--- config.mk ---
export PLATFORM = sky130hd
export DESIGN_NAME = spk_serial_ctrl
export DESIGN_NICKNAME = d
export VERILOG_FILES = /design/src/spk_pkg.sv /design/src/spk_serial_ctrl.sv
export SDC_FILE = /design/constraint.sdc
export NUM_CORES = 1
export LEC_CHECK = 0
export ABC_CLOCK_PERIOD_IN_PS = 4100
export BUFFER_PORTS_ARGS = -buffer_cell sky130_fd_sc_hd__buf_4
export CORE_MARGIN = 5
export CORE_UTILIZATION = 63
export CTS_BUF_LIST = sky130_fd_sc_hd__clkbuf_8
export DETAILED_ROUTE_END_ITERATION = 8
export PLACE_DENSITY_LB_ADDON = 0.15
export SLEW_MARGIN = 20
export SYNTH_ARGS = -nofsm -noshare
export SYNTH_HDL_FRONTEND = slang
export SYNTH_SLANG_ARGS = --single-unit
--- constraint.sdc ---
create_clock -name sys_clk -period 4.1 [get_ports sys_clk]
set_input_delay 0.205 -clock sys_clk [delete_from_list [all_inputs] [get_ports sys_clk]]
set_output_delay 0.205 -clock sys_clk [all_outputs]
set_load 0.005 [all_outputs]
--- src/spk_pkg.sv ---
// Constants and carrier types for the serial printer-keyboard control unit
package spk_pkg;

	// Register bus: addresses and data width
	localparam int unsigned ADDR_W   = 4;
	localparam int unsigned DATA_W   = 16;
	localparam logic [3:0]  ADR_CTL  = 4'h0;
	localparam logic [3:0]  ADR_DOUT = 4'h4;
	localparam logic [3:0]  ADR_DIN  = 4'h8;

	// Control write fields: channel assignment plus a clear and a set bit per flag
	localparam int unsigned CHAN_LSB = 0;
	localparam int unsigned CHAN_W   = 3;
	localparam int unsigned TXB_CLR  = 3;
	localparam int unsigned TXB_SET  = 4;
	localparam int unsigned TXF_CLR  = 5;
	localparam int unsigned TXF_SET  = 6;
	localparam int unsigned RXB_CLR  = 7;
	localparam int unsigned RXB_SET  = 8;
	localparam int unsigned RXF_CLR  = 9;
	localparam int unsigned RXF_SET  = 10;

	// Status read fields
	localparam int unsigned ST_TXB   = 3;
	localparam int unsigned ST_TXF   = 4;
	localparam int unsigned ST_RXB   = 5;
	localparam int unsigned ST_RXF   = 6;

	// Character and line format
	localparam int unsigned CHAR_W   = 8;
	localparam logic [7:0]  SHIFT_LAST = 8'h01;
	localparam logic [7:0]  SHIFT_ZERO = 8'h00;
	localparam logic [2:0]  STOP_FULL  = 3'h4;
	localparam logic [2:0]  STOP_START = 3'h1;
	localparam logic [2:0]  STOP_ONE   = 3'h1;
	localparam logic [2:0]  CHAN_NONE  = 3'h0;

	// Timing: line rate and tick rates per bit unit
	localparam int unsigned SYS_CLK_HZ     = 100_000_000;
	localparam int unsigned LINE_BAUD      = 110;
	localparam int unsigned TX_TICKS_UNIT  = 2;
	localparam int unsigned RX_TICKS_UNIT  = 8;
	localparam int unsigned TX_TICK_CYC    = SYS_CLK_HZ / (LINE_BAUD * TX_TICKS_UNIT);
	localparam int unsigned RX_TICK_CYC    = SYS_CLK_HZ / (LINE_BAUD * RX_TICKS_UNIT);
	localparam int unsigned DIV_W          = 20;
	localparam logic [19:0] DIV_ONE        = 20'h00001;
	localparam logic [19:0] DIV_ZERO       = 20'h00000;

	// Register bus request as it arrives from the processor side
	typedef struct packed {
		logic [ADDR_W-1:0] addr;
		logic [DATA_W-1:0] wdata;
		logic              wr;
		logic              rd;
	} spk_bus_req_t;

endpackage : spk_pkg

--- src/spk_serial_ctrl.sv ---
// Printer-keyboard control unit: control register, interrupt request and serial transmitter
//
// Local design decisions: strobed register access and the register addresses.
module spk_serial_ctrl
	import spk_pkg::*;
#(
	parameter int unsigned TX_DIV = TX_TICK_CYC,
	parameter int unsigned RX_DIV = RX_TICK_CYC
)
(
	// Clock and reset
	input  wire logic                sys_clk,
	input  wire logic                rst,
	// Register bus
	input  wire spk_bus_req_t        busReq,
	output logic [DATA_W-1:0]        rdData,
	// Receiver side
	input  wire logic                rxActive,
	input  wire logic                rxDone,
	input  wire logic [CHAR_W-1:0]   rxChar,
	output logic                     rxSampleTick,
	output logic                     rxDataTaken,
	// Printer line and interrupt request lines 1 to 7
	output logic                     txLine,
	output logic [7:1]               piReq
);

	// Divider step shared by both tick generators
	function automatic logic [DIV_W-1:0] divNext(input logic [DIV_W-1:0] cnt,
		input logic [DIV_W-1:0] top);
		divNext = (cnt >= top - DIV_ONE) ? DIV_ZERO : cnt + DIV_ONE;
	endfunction

	// Control register
	logic [CHAN_W-1:0] piChanAssign_r;
	logic              txBusy_r;
	logic              txFlag_r;
	logic              rxBusy_r;
	logic              rxFlag_r;
	logic              rxActPrev_r;
	logic              rxDonePrev_r;
	logic [DATA_W-1:0] rdData_r;
	logic              rxDataTaken_r;
	logic [7:1]        piReq_r;

	// Tick dividers and transmitter
	logic [DIV_W-1:0]  txDivCnt_r;
	logic [DIV_W-1:0]  rxDivCnt_r;
	logic              txTick_r;
	logic              rxSampleTick_r;
	logic              txEnable_r;
	logic [7:0]        shiftBits_r;
	logic              txLine_r;
	logic              txActive_r;
	logic              halfUnit_r;
	logic [2:0]        stopCnt_r;
	logic              txDone_r;

	// Bus decode
	wire               ctlWr     = busReq.wr && (busReq.addr == ADR_CTL);
	wire               doutWr    = busReq.wr && (busReq.addr == ADR_DOUT);
	wire               dinRd     = busReq.rd && (busReq.addr == ADR_DIN);
	wire               ctlRd     = busReq.rd && (busReq.addr == ADR_CTL);
	wire [DATA_W-1:0]  wd        = busReq.wdata;

	// Events from transmitter and receiver
	wire               txDoneSet = txTick_r && txActive_r && halfUnit_r
		&& (shiftBits_r == SHIFT_LAST);
	wire               rxActRise = rxActive && !rxActPrev_r;
	wire               rxDoneRise = rxDone && !rxDonePrev_r;

	// Transmitter controls
	wire               startChar = txTick_r && !txActive_r && txEnable_r
		&& (stopCnt_r == STOP_FULL);
	wire               shiftNow  = txTick_r && txActive_r && halfUnit_r;
	wire               stopCount = txTick_r && !txActive_r && (stopCnt_r != STOP_FULL);

	// Next values of the control bits; hardware set wins over any software clear
	wire [CHAN_W-1:0]  chanNxt   = ctlWr ? wd[CHAN_LSB +: CHAN_W] : piChanAssign_r;
	wire               txBusyNxt = (doutWr || (ctlWr && wd[TXB_SET]))
		|| (txBusy_r && !txDoneSet && !(ctlWr && wd[TXB_CLR]));
	wire               txFlagNxt = txDoneSet || (ctlWr && wd[TXF_SET])
		|| (txFlag_r && !doutWr && !(ctlWr && wd[TXF_CLR]));
	wire               rxBusyNxt = (rxActRise && !rxDoneRise) || (ctlWr && wd[RXB_SET])
		|| (rxBusy_r && !rxDoneRise && !(ctlWr && wd[RXB_CLR]));
	wire               rxFlagNxt = rxDoneRise || (ctlWr && wd[RXF_SET])
		|| (rxFlag_r && !dinRd && !(ctlWr && wd[RXF_CLR]));

	// Read mux; unmapped addresses read as zero
	wire [DATA_W-1:0]  statusWord = {{(DATA_W-7){1'b0}}, rxFlag_r, rxBusy_r,
		txFlag_r, txBusy_r, piChanAssign_r};
	wire [DATA_W-1:0]  rdNxt     = ctlRd ? statusWord
		: dinRd ? {{(DATA_W-CHAR_W){1'b0}}, rxChar}
		: {DATA_W{1'b0}};

	// Channel decoder gated by either flag
	wire               piGate    = txFlag_r || rxFlag_r;
	wire [7:0]         piOneHot  = 8'h01 << piChanAssign_r;
	wire [7:1]         piReqNxt  = piGate ? piOneHot[7:1] : 7'h00;

	// Control register
	always_ff @(posedge sys_clk or posedge rst)
	begin
		if (rst)
		begin
			piChanAssign_r <= CHAN_NONE;
			txBusy_r <= 1'b0;
			txFlag_r <= 1'b0;
			rxBusy_r <= 1'b0;
			rxFlag_r <= 1'b0;
		end
		else
		begin
			piChanAssign_r <= chanNxt;
			txBusy_r <= txBusyNxt;
			txFlag_r <= txFlagNxt;
			rxBusy_r <= rxBusyNxt;
			rxFlag_r <= rxFlagNxt;
		end
	end

	// Edge detectors on receiver signals; receiver shares this clock
	always_ff @(posedge sys_clk or posedge rst)
	begin
		if (rst)
		begin
			rxActPrev_r  <= 1'b0;
			rxDonePrev_r <= 1'b0;
		end
		else
		begin
			rxActPrev_r  <= rxActive;
			rxDonePrev_r <= rxDone;
		end
	end

	// Read data one cycle after the strobe; data-input read also tells the receiver
	always_ff @(posedge sys_clk or posedge rst)
	begin
		if (rst)
		begin
			rdData_r      <= {DATA_W{1'b0}};
			rxDataTaken_r <= 1'b0;
		end
		else
		begin
			rdData_r      <= rdNxt;
			rxDataTaken_r <= dinRd;
		end
	end

	always_ff @(posedge sys_clk or posedge rst)
	begin
		if (rst)
			piReq_r <= 7'h00;
		else
			piReq_r <= piReqNxt;
	end

	// Tick dividers replace the crystal countdown chain
	always_ff @(posedge sys_clk or posedge rst)
	begin
		if (rst)
		begin
			txDivCnt_r     <= DIV_ZERO;
			rxDivCnt_r     <= DIV_ZERO;
			txTick_r       <= 1'b0;
			rxSampleTick_r <= 1'b0;
		end
		else
		begin
			txDivCnt_r     <= divNext(txDivCnt_r, DIV_W'(TX_DIV));
			rxDivCnt_r     <= divNext(rxDivCnt_r, DIV_W'(RX_DIV));
			txTick_r       <= (txDivCnt_r == DIV_ZERO);
			rxSampleTick_r <= (rxDivCnt_r == DIV_ZERO);
		end
	end

	// Enable flip-flop: set by data-output, cleared by the first shift
	always_ff @(posedge sys_clk or posedge rst)
	begin
		if (rst)
			txEnable_r <= 1'b0;
		else if (doutWr)
			txEnable_r <= 1'b1;
		else if (shiftNow)
			txEnable_r <= 1'b0;
	end

	// Shift chain: enable -> bits 8..1 -> line; bit 1 holds the first character bit.
	// A data-output during a character overwrites the buffer; software must wait for flag.
	always_ff @(posedge sys_clk or posedge rst)
	begin
		if (rst)
			shiftBits_r <= SHIFT_ZERO;
		else if (doutWr)
			shiftBits_r <= wd[CHAR_W-1:0];
		else if (shiftNow)
			shiftBits_r <= {txEnable_r, shiftBits_r[7:1]};
	end

	// Line level: idle marks, start is a space, then data bits, then stop marks
	always_ff @(posedge sys_clk or posedge rst)
	begin
		if (rst)
			txLine_r <= 1'b1;
		else if (startChar)
			txLine_r <= 1'b0;
		else if (shiftNow)
			txLine_r <= shiftBits_r[0];
	end

	// Active and divide-by-two stage
	always_ff @(posedge sys_clk or posedge rst)
	begin
		if (rst)
		begin
			txActive_r <= 1'b0;
			halfUnit_r <= 1'b0;
		end
		else if (startChar)
		begin
			txActive_r <= 1'b1;
			halfUnit_r <= 1'b0;
		end
		else if (txTick_r && txActive_r)
		begin
			halfUnit_r <= !halfUnit_r;
			if (txDoneSet)
				txActive_r <= 1'b0;
		end
	end

	// Stop timer: counts ticks after a character and holds at full count
	always_ff @(posedge sys_clk or posedge rst)
	begin
		if (rst)
			stopCnt_r <= STOP_FULL;
		else if (txDoneSet)
			stopCnt_r <= STOP_START;
		else if (stopCount)
			stopCnt_r <= stopCnt_r + STOP_ONE;
	end

	// Done flip-flop: set as active clears, cleared by the next data-output
	always_ff @(posedge sys_clk or posedge rst)
	begin
		if (rst)
			txDone_r <= 1'b1;
		else if (txDoneSet)
			txDone_r <= 1'b1;
		else if (doutWr)
			txDone_r <= 1'b0;
	end

	assign rdData       = rdData_r;
	assign rxSampleTick = rxSampleTick_r;
	assign rxDataTaken  = rxDataTaken_r;
	assign txLine       = txLine_r;
	assign piReq        = piReq_r;

	// Checks on the control register
	property p_ctlLoad;
		@(posedge sys_clk) disable iff (rst)
		ctlWr |=> (piChanAssign_r == $past(wd[CHAN_LSB +: CHAN_W]));
	endproperty
	a_ctlLoad: assert property (p_ctlLoad) else $error("channel field not loaded");

	property p_doutSetsBusy;
		@(posedge sys_clk) disable iff (rst)
		doutWr && !txDoneSet |=> txBusy_r && !txFlag_r;
	endproperty
	a_doutSetsBusy: assert property (p_doutSetsBusy) else $error("data out missed busy");

	property p_doneSetsFlag;
		@(posedge sys_clk) disable iff (rst)
		txDoneSet && !doutWr && !ctlWr |=> !txBusy_r && txFlag_r && txDone_r;
	endproperty
	a_doneSetsFlag: assert property (p_doneSetsFlag) else $error("tx done flag wrong");

	property p_rxActBusy;
		@(posedge sys_clk) disable iff (rst)
		rxActRise && !rxDoneRise && !ctlWr |=> rxBusy_r;
	endproperty
	a_rxActBusy: assert property (p_rxActBusy) else $error("rx busy not set");

	property p_rxDoneFlag;
		@(posedge sys_clk) disable iff (rst)
		rxDoneRise && !ctlWr |=> rxFlag_r && !rxBusy_r;
	endproperty
	a_rxDoneFlag: assert property (p_rxDoneFlag) else $error("rx done flag wrong");

	property p_piQuiet;
		@(posedge sys_clk) disable iff (rst)
		!(txFlag_r || rxFlag_r) || (piChanAssign_r == CHAN_NONE) |=> (piReq_r == 7'h00);
	endproperty
	a_piQuiet: assert property (p_piQuiet) else $error("request without flag");

	property p_piLine;
		@(posedge sys_clk) disable iff (rst)
		txFlag_r && (piChanAssign_r == 3'h5) |=> (piReq_r == 7'h10);
	endproperty
	a_piLine: assert property (p_piLine) else $error("wrong request line");

	// Checks on the transmitter
	property p_start;
		@(posedge sys_clk) disable iff (rst)
		startChar |=> txActive_r && !txLine_r;
	endproperty
	a_start: assert property (p_start) else $error("start unit not sent");

	property p_firstShift;
		@(posedge sys_clk) disable iff (rst)
		shiftNow && !doutWr |=> !txEnable_r && (shiftBits_r[7] == $past(txEnable_r));
	endproperty
	a_firstShift: assert property (p_firstShift) else $error("shift chain wrong");

	property p_stopBegin;
		@(posedge sys_clk) disable iff (rst)
		txDoneSet && !doutWr |=> !txActive_r && txLine_r
			&& (shiftBits_r == SHIFT_ZERO) && (stopCnt_r == STOP_START);
	endproperty
	a_stopBegin: assert property (p_stopBegin) else $error("stop not begun");

	property p_stopHold;
		@(posedge sys_clk) disable iff (rst)
		!txActive_r && (stopCnt_r != STOP_FULL) |=> !txActive_r && txLine_r;
	endproperty
	a_stopHold: assert property (p_stopHold) else $error("stop cut short");

	property p_timerHold;
		@(posedge sys_clk) disable iff (rst)
		(stopCnt_r == STOP_FULL) && !txDoneSet |=> (stopCnt_r == STOP_FULL);
	endproperty
	a_timerHold: assert property (p_timerHold) else $error("stop timer left full count");

	property p_doutLoad;
		@(posedge sys_clk) disable iff (rst)
		doutWr && !txDoneSet |=> txEnable_r && !txDone_r
			&& (shiftBits_r == $past(wd[CHAR_W-1:0]));
	endproperty
	a_doutLoad: assert property (p_doutLoad) else $error("data out not loaded");

	property p_markIdle;
		@(posedge sys_clk) disable iff (rst)
		!txActive_r && !startChar |=> txLine_r;
	endproperty
	a_markIdle: assert property (p_markIdle) else $error("idle line not marking");

	// The receiver relies on this pulse to drop its done level
	property p_dinTaken;
		@(posedge sys_clk) disable iff (rst)
		dinRd && !rxDoneRise && !ctlWr |=> !rxFlag_r && rxDataTaken_r;
	endproperty
	a_dinTaken: assert property (p_dinTaken) else $error("data in not taken");

endmodule // spk_serial_ctrl

Word-level counts from Yosys, hierarchy flattened
Index checks and enable logic that the tools add are counted.
W data, S select, Z words.
- $add $sub $neg: 3
- order comparisons: 2
- eq/ne operators: 5
- shift operators: 1
- mux-type cells: 18
- reduce and logical (&&, ||, !) cells: 60
- operators by type and width (cell ; count):
    $add A20 B1 Y20 const B ; 2
    $logic_not A20 Y1 ; 2
    $mux W20 ; 2
    $mux W8 ; 4
    $logic_and A1 B1 Y1 ; 30
    $ge A20 B17 Y1 const B ; 1
    $ge A20 B19 Y1 const B ; 1
    $logic_not A1 Y1 ; 12
    $reduce_bool A2 Y1 ; 5
    $logic_or A1 B1 Y1 ; 9
    $mux W1 ; 9
    $eq A8 B1 Y1 const B ; 1
    $shl A1 B3 Y8 const A ; 1
    $mux W7 ; 1
    $mux W3 ; 2
    $eq A4 B3 Y1 const B ; 1
    $eq A4 B4 Y1 const B ; 1
    $logic_not A4 Y1 ; 1
    $add A3 B1 Y3 const B ; 1
    $eq A3 B3 Y1 const B ; 1
    $ne A3 B3 Y1 const B ; 1
    $reduce_and A2 Y1 ; 1
- register bits: 82
- input bits: 34
- output and inout port bits: 26
- word-level logic and storage cells: 109

Depth between registers and ports, before layout
- depth in word-level cells: 7
- gate-level depth with buffers: 6
- depth with buffers taken out: 6

Worst setup path after synthesis
OpenSTA, ideal clock, no wires.
- path type: flip-flop to flip-flop
- from: register rxDivCnt_r[0]
- to: register rxDivCnt_r[10]
- setup time: 71 ps
- arrival time: 1662 ps
- required time: 4029 ps
- slack: 2366 ps
- stages on the path, launching flop included: 7
- path buffers: 1
- clock period less this slack: 1734 ps
- cell sequence: dfrtp_1 -> ha_1 -> or4_1 -> a31oi_1 -> o31ai_2 -> buf_2 -> nor2_1
- cells in the longest elaborated chain, start to end: 2
- elaborated cells between the ends (all ways): 3
- those cells by class: 1 x add/sub; 1 x order compare; 1 x mux
- RTL lines (element ; line ; RTL):
    start: declaration ; spk_serial_ctrl.sv:48 ; logic [DIV_W-1:0] rxDivCnt_r;
    start signal: assignment ; spk_serial_ctrl.sv:173 ; rxDivCnt_r <= divNext(rxDivCnt_r, DIV_W'(RX_DIV));
    $add A20 B1 Y20 / $ge A20 B17 Y1 (equally long branches) ; spk_serial_ctrl.sv:31 ; divNext = (cnt >= top - DIV_ONE) ? DIV_ZERO : cnt + DIV_ONE;
    $mux W20 * ; spk_serial_ctrl.sv:31 ;
Mark *: on every way between the ends. The rest lies on a longest branch, timed or not.
A chain may end at the register's enable or synchronous reset.

Worst setup path after layout
- from: register rxDivCnt_r[0]
- to: register rxDivCnt_r[4]
Same word-level chain as after synthesis.

==> results.ini <==
[status]
outcome=finished with violations
failed_checks=negative hold slack

[cells_and_area]
multi_input_area_mm2=0.00166
regArea_mm2=0.00205
fill_cells=450
fin_nets=457
syn2layout_area_growth_pct=15.2
drive_above_1_share_pct=17.8
antenna_cells=0

[timing]
grt_setup_unrepaired=no
hold_violations=46
skew_ns=0.0116
max_freq_mhz=522
fin_hold_ws_ns=-0.0218
worstMarginPinSlew_ns=0.799
fin_crit_ns=1.92
drv_slew=0
setup_violations=0
relSlewSlack_pct=46.5
finalCritPeriodShare_pct=46.7
setup_tns_ns=0

[yosys]
synth.distinct_cells=48
syn_area_per_cell_um2=10.5
synth_edf_count=0
synth.yosys.seq_area_share_pct=53.6
yosysTopAreaCell=dfrtp_1
ys_seq_elements=82
yosysWarnings=0
yosysMostFrequentCell=dfrtp_1
synthCells=365
synthFlopType=dfrtp_1
ys_top_cells_by_count=80 x dfrtp_1, 54 x nor2_1, 21 x nand2_1, 16 x mux2i_1, 16 x nand3_1
synth-async-reset-ratio_pct=100
synth_top_area_share_pct=52.3
syn_area_mm2=0.00383
synthTopCellsByArea=dfrtp_1 52%, nor2_1 5.3%, mux2i_1 4.2%

[cts]
cts_made_buffers=9
path_clk_slew_ns=0.09
clk_path_buf_depth=2
root_buffer=clkbuf_8
cts.sink_count=82
insertion_delay_ns=0.36
cts-resized-gates=0
cts_tree=built
cts_setup_buffers=0
htreeDepth=3

[power]
power_switching_mw=0.521
p_leak_nw=2.07
power_density_mw_per_mm2=412
seq_power_share_pct=55.8
p_comb_share_pct=15.7
internal_power_mw=1.30
power.share.clock_pct=28.5
ir_worst_vdd_uv=289
swShare_pct=28.7

[global_routing]
grt_start_max_net_pins=50
first_global_vias=2807
overflow=0
grt_use_total_pct=21.7
grt_pass1_wl_um=12900
antenna_found_initial=0

[drt]
wl_per_cell_um=15.4
routed-wl-met3_um=358
drt-met1-wl_um=3280
antenna_left=0
drt_iter0_drc=131
routed_via_density=5.68
maxUsedRoutingLayer=met4
dr.pass1.iters=4
drc_errors=0
routed_wl_um=7670
vias=2821
wl_met2_um=3790

[die]
die_area_mm2=0.00774
coreArea_mm2=0.00592
initial_utilization_pct=64.7
top_level_ports=60
core.rowCount=28
die_h_um=88.0
fp.dieW_um=88.0

[critical_path]
critical_path_required_ns=4.38
ff2ff_path_depth=5
cp.arrival_ns=2.20
path_max_fanout=17
worstSetupStartpointType=flop
path_class=flop to flop
worstSetupEndpointType=flop

[placement]
io_buffer_count=46
gp_congestion=0.822
dp_hpwl_um=5350

[min_path]
hp-class=input port to asynchronous set/reset pin

[run]
maxCapViolCount=0

==> through the flow <==
| stage | std cells | power [mW] | cell area [um^2] | setup slack, ns | util [%] |
|---|---|---|---|---|---|
| 2_1_floorplan | 376 | 1.21 | 3870 | 1.79 | - |
| 4_1_cts | 497 | 1.83 | 4410 | 1.88 | 74.4 |
| 5_1_grt | 497 | 1.92 | 4410 | 2.05 | 74.6 |
| 3_5_place_dp | 479 | 1.31 | 4210 | 1.88 | 71.2 |
| 3_3_place_gp | 479 | 1.29 | 4210 | 1.96 | 71.2 |
| 6_report | 497 | 1.82 | 4410 | 2.18 | 74.6 |
==> cell type report <==
type                       instances  area share, %
timing repair buffer              50           8.62
inverter                          15           1.30
clock inverter                     6          0.794
tap                               75           2.13
sequential                        82           46.5
multi-input combinational        259           37.5
clock buffer                      10           3.12
==> worst paths after layout <==
kind	start	endpoint	slack, ns
max	rxDivCnt_r[0]	rxDivCnt_r[4]	2.18
min	rst	shiftBits_r[1]	-0.02
max reg2reg	rxDivCnt_r[0]	rxDivCnt_r[4]	2.18
min reg2reg	txEnable_r	txEnable_r	0.51
max in group asynchronous	rst	rxDivCnt_r[1]	3.22
min in group sys_clk	busReq[10]	rxBusy_r	0.05
==> power groups by stage <==
stage	clock, mW	sequential [mW]	combinational (mW)
2_1_floorplan	0	1.00	0.206
3_3_place_gp	0	1.02	0.272
3_5_place_dp	0	1.03	0.286
4_1_cts	0.530	1.01	0.289
5_1_grt	0.562	1.03	0.325
6_report	0.519	1.01	0.285
==> kinds of logic after synthesis <==
group           count (synthesis)  share of synthesized area, %
xor+xnor                       30                          6.86
flops                          82                          53.6
simple gates                  157                          21.5
fa+ha+maj                       6                          1.96
buf+inv                        35                          4.47
mux                            19                          5.06
other cells                     1                        0.0979
compound gates                 35                          6.40
==> worst max-delay path: stages, from the launching register on <==
cell     delay (ns)
dfrtp_1        0.46
ha_1           0.30
or4_1          0.41
a31oi_1        0.29
o31ai_4        0.20
nor2_1         0.19
==> registers in the layout, summed over array words and instances (netlist names), 3 cells and up <==
signal	cells
piChanAssign_r	3
piReq	7
rdData	8
rxDivCnt_r	20
shiftBits_r	8
stopCnt_r	3
txDivCnt_r	20
==> repair_timing <==
item                                    CTS  global route
hold buffers                              2             0
endpoints found under the setup margin    0             0
hold endpoints to repair                  2             0
==> routing by layer <==
metal | track usage [%] | vias up
met2 | 35.5 | 84
met5 | 0 | -
met3 | 4.05 | 23
met4 | 12.6 | 0
li1 | - | 1358
met1 | 27.0 | 1356
==> layout by cell type, fill, tap and decap left out, types with 3 or more instances in the layout <==
cell         n
a21oi_1      5
a31oi_1      3
and3_1       3
and4_1       7
buf_4       48
clkbuf_8    10
clkinvlp_4   3
conb_1      12
dfrtp_1     80
ha_1         6
inv_1       16
mux2_2       3
mux2i_1     16
nand2_1     21
nand2b_1     3
nand3_1     16
nand4_1     14
nor2_1      54
nor3_1      10
nor4_1       8
o21ai_0     12
or3_1        4
or4_1        4
xnor2_1     15
xor2_1      15
No activity file was read; power rests on OpenSTA's default activity.
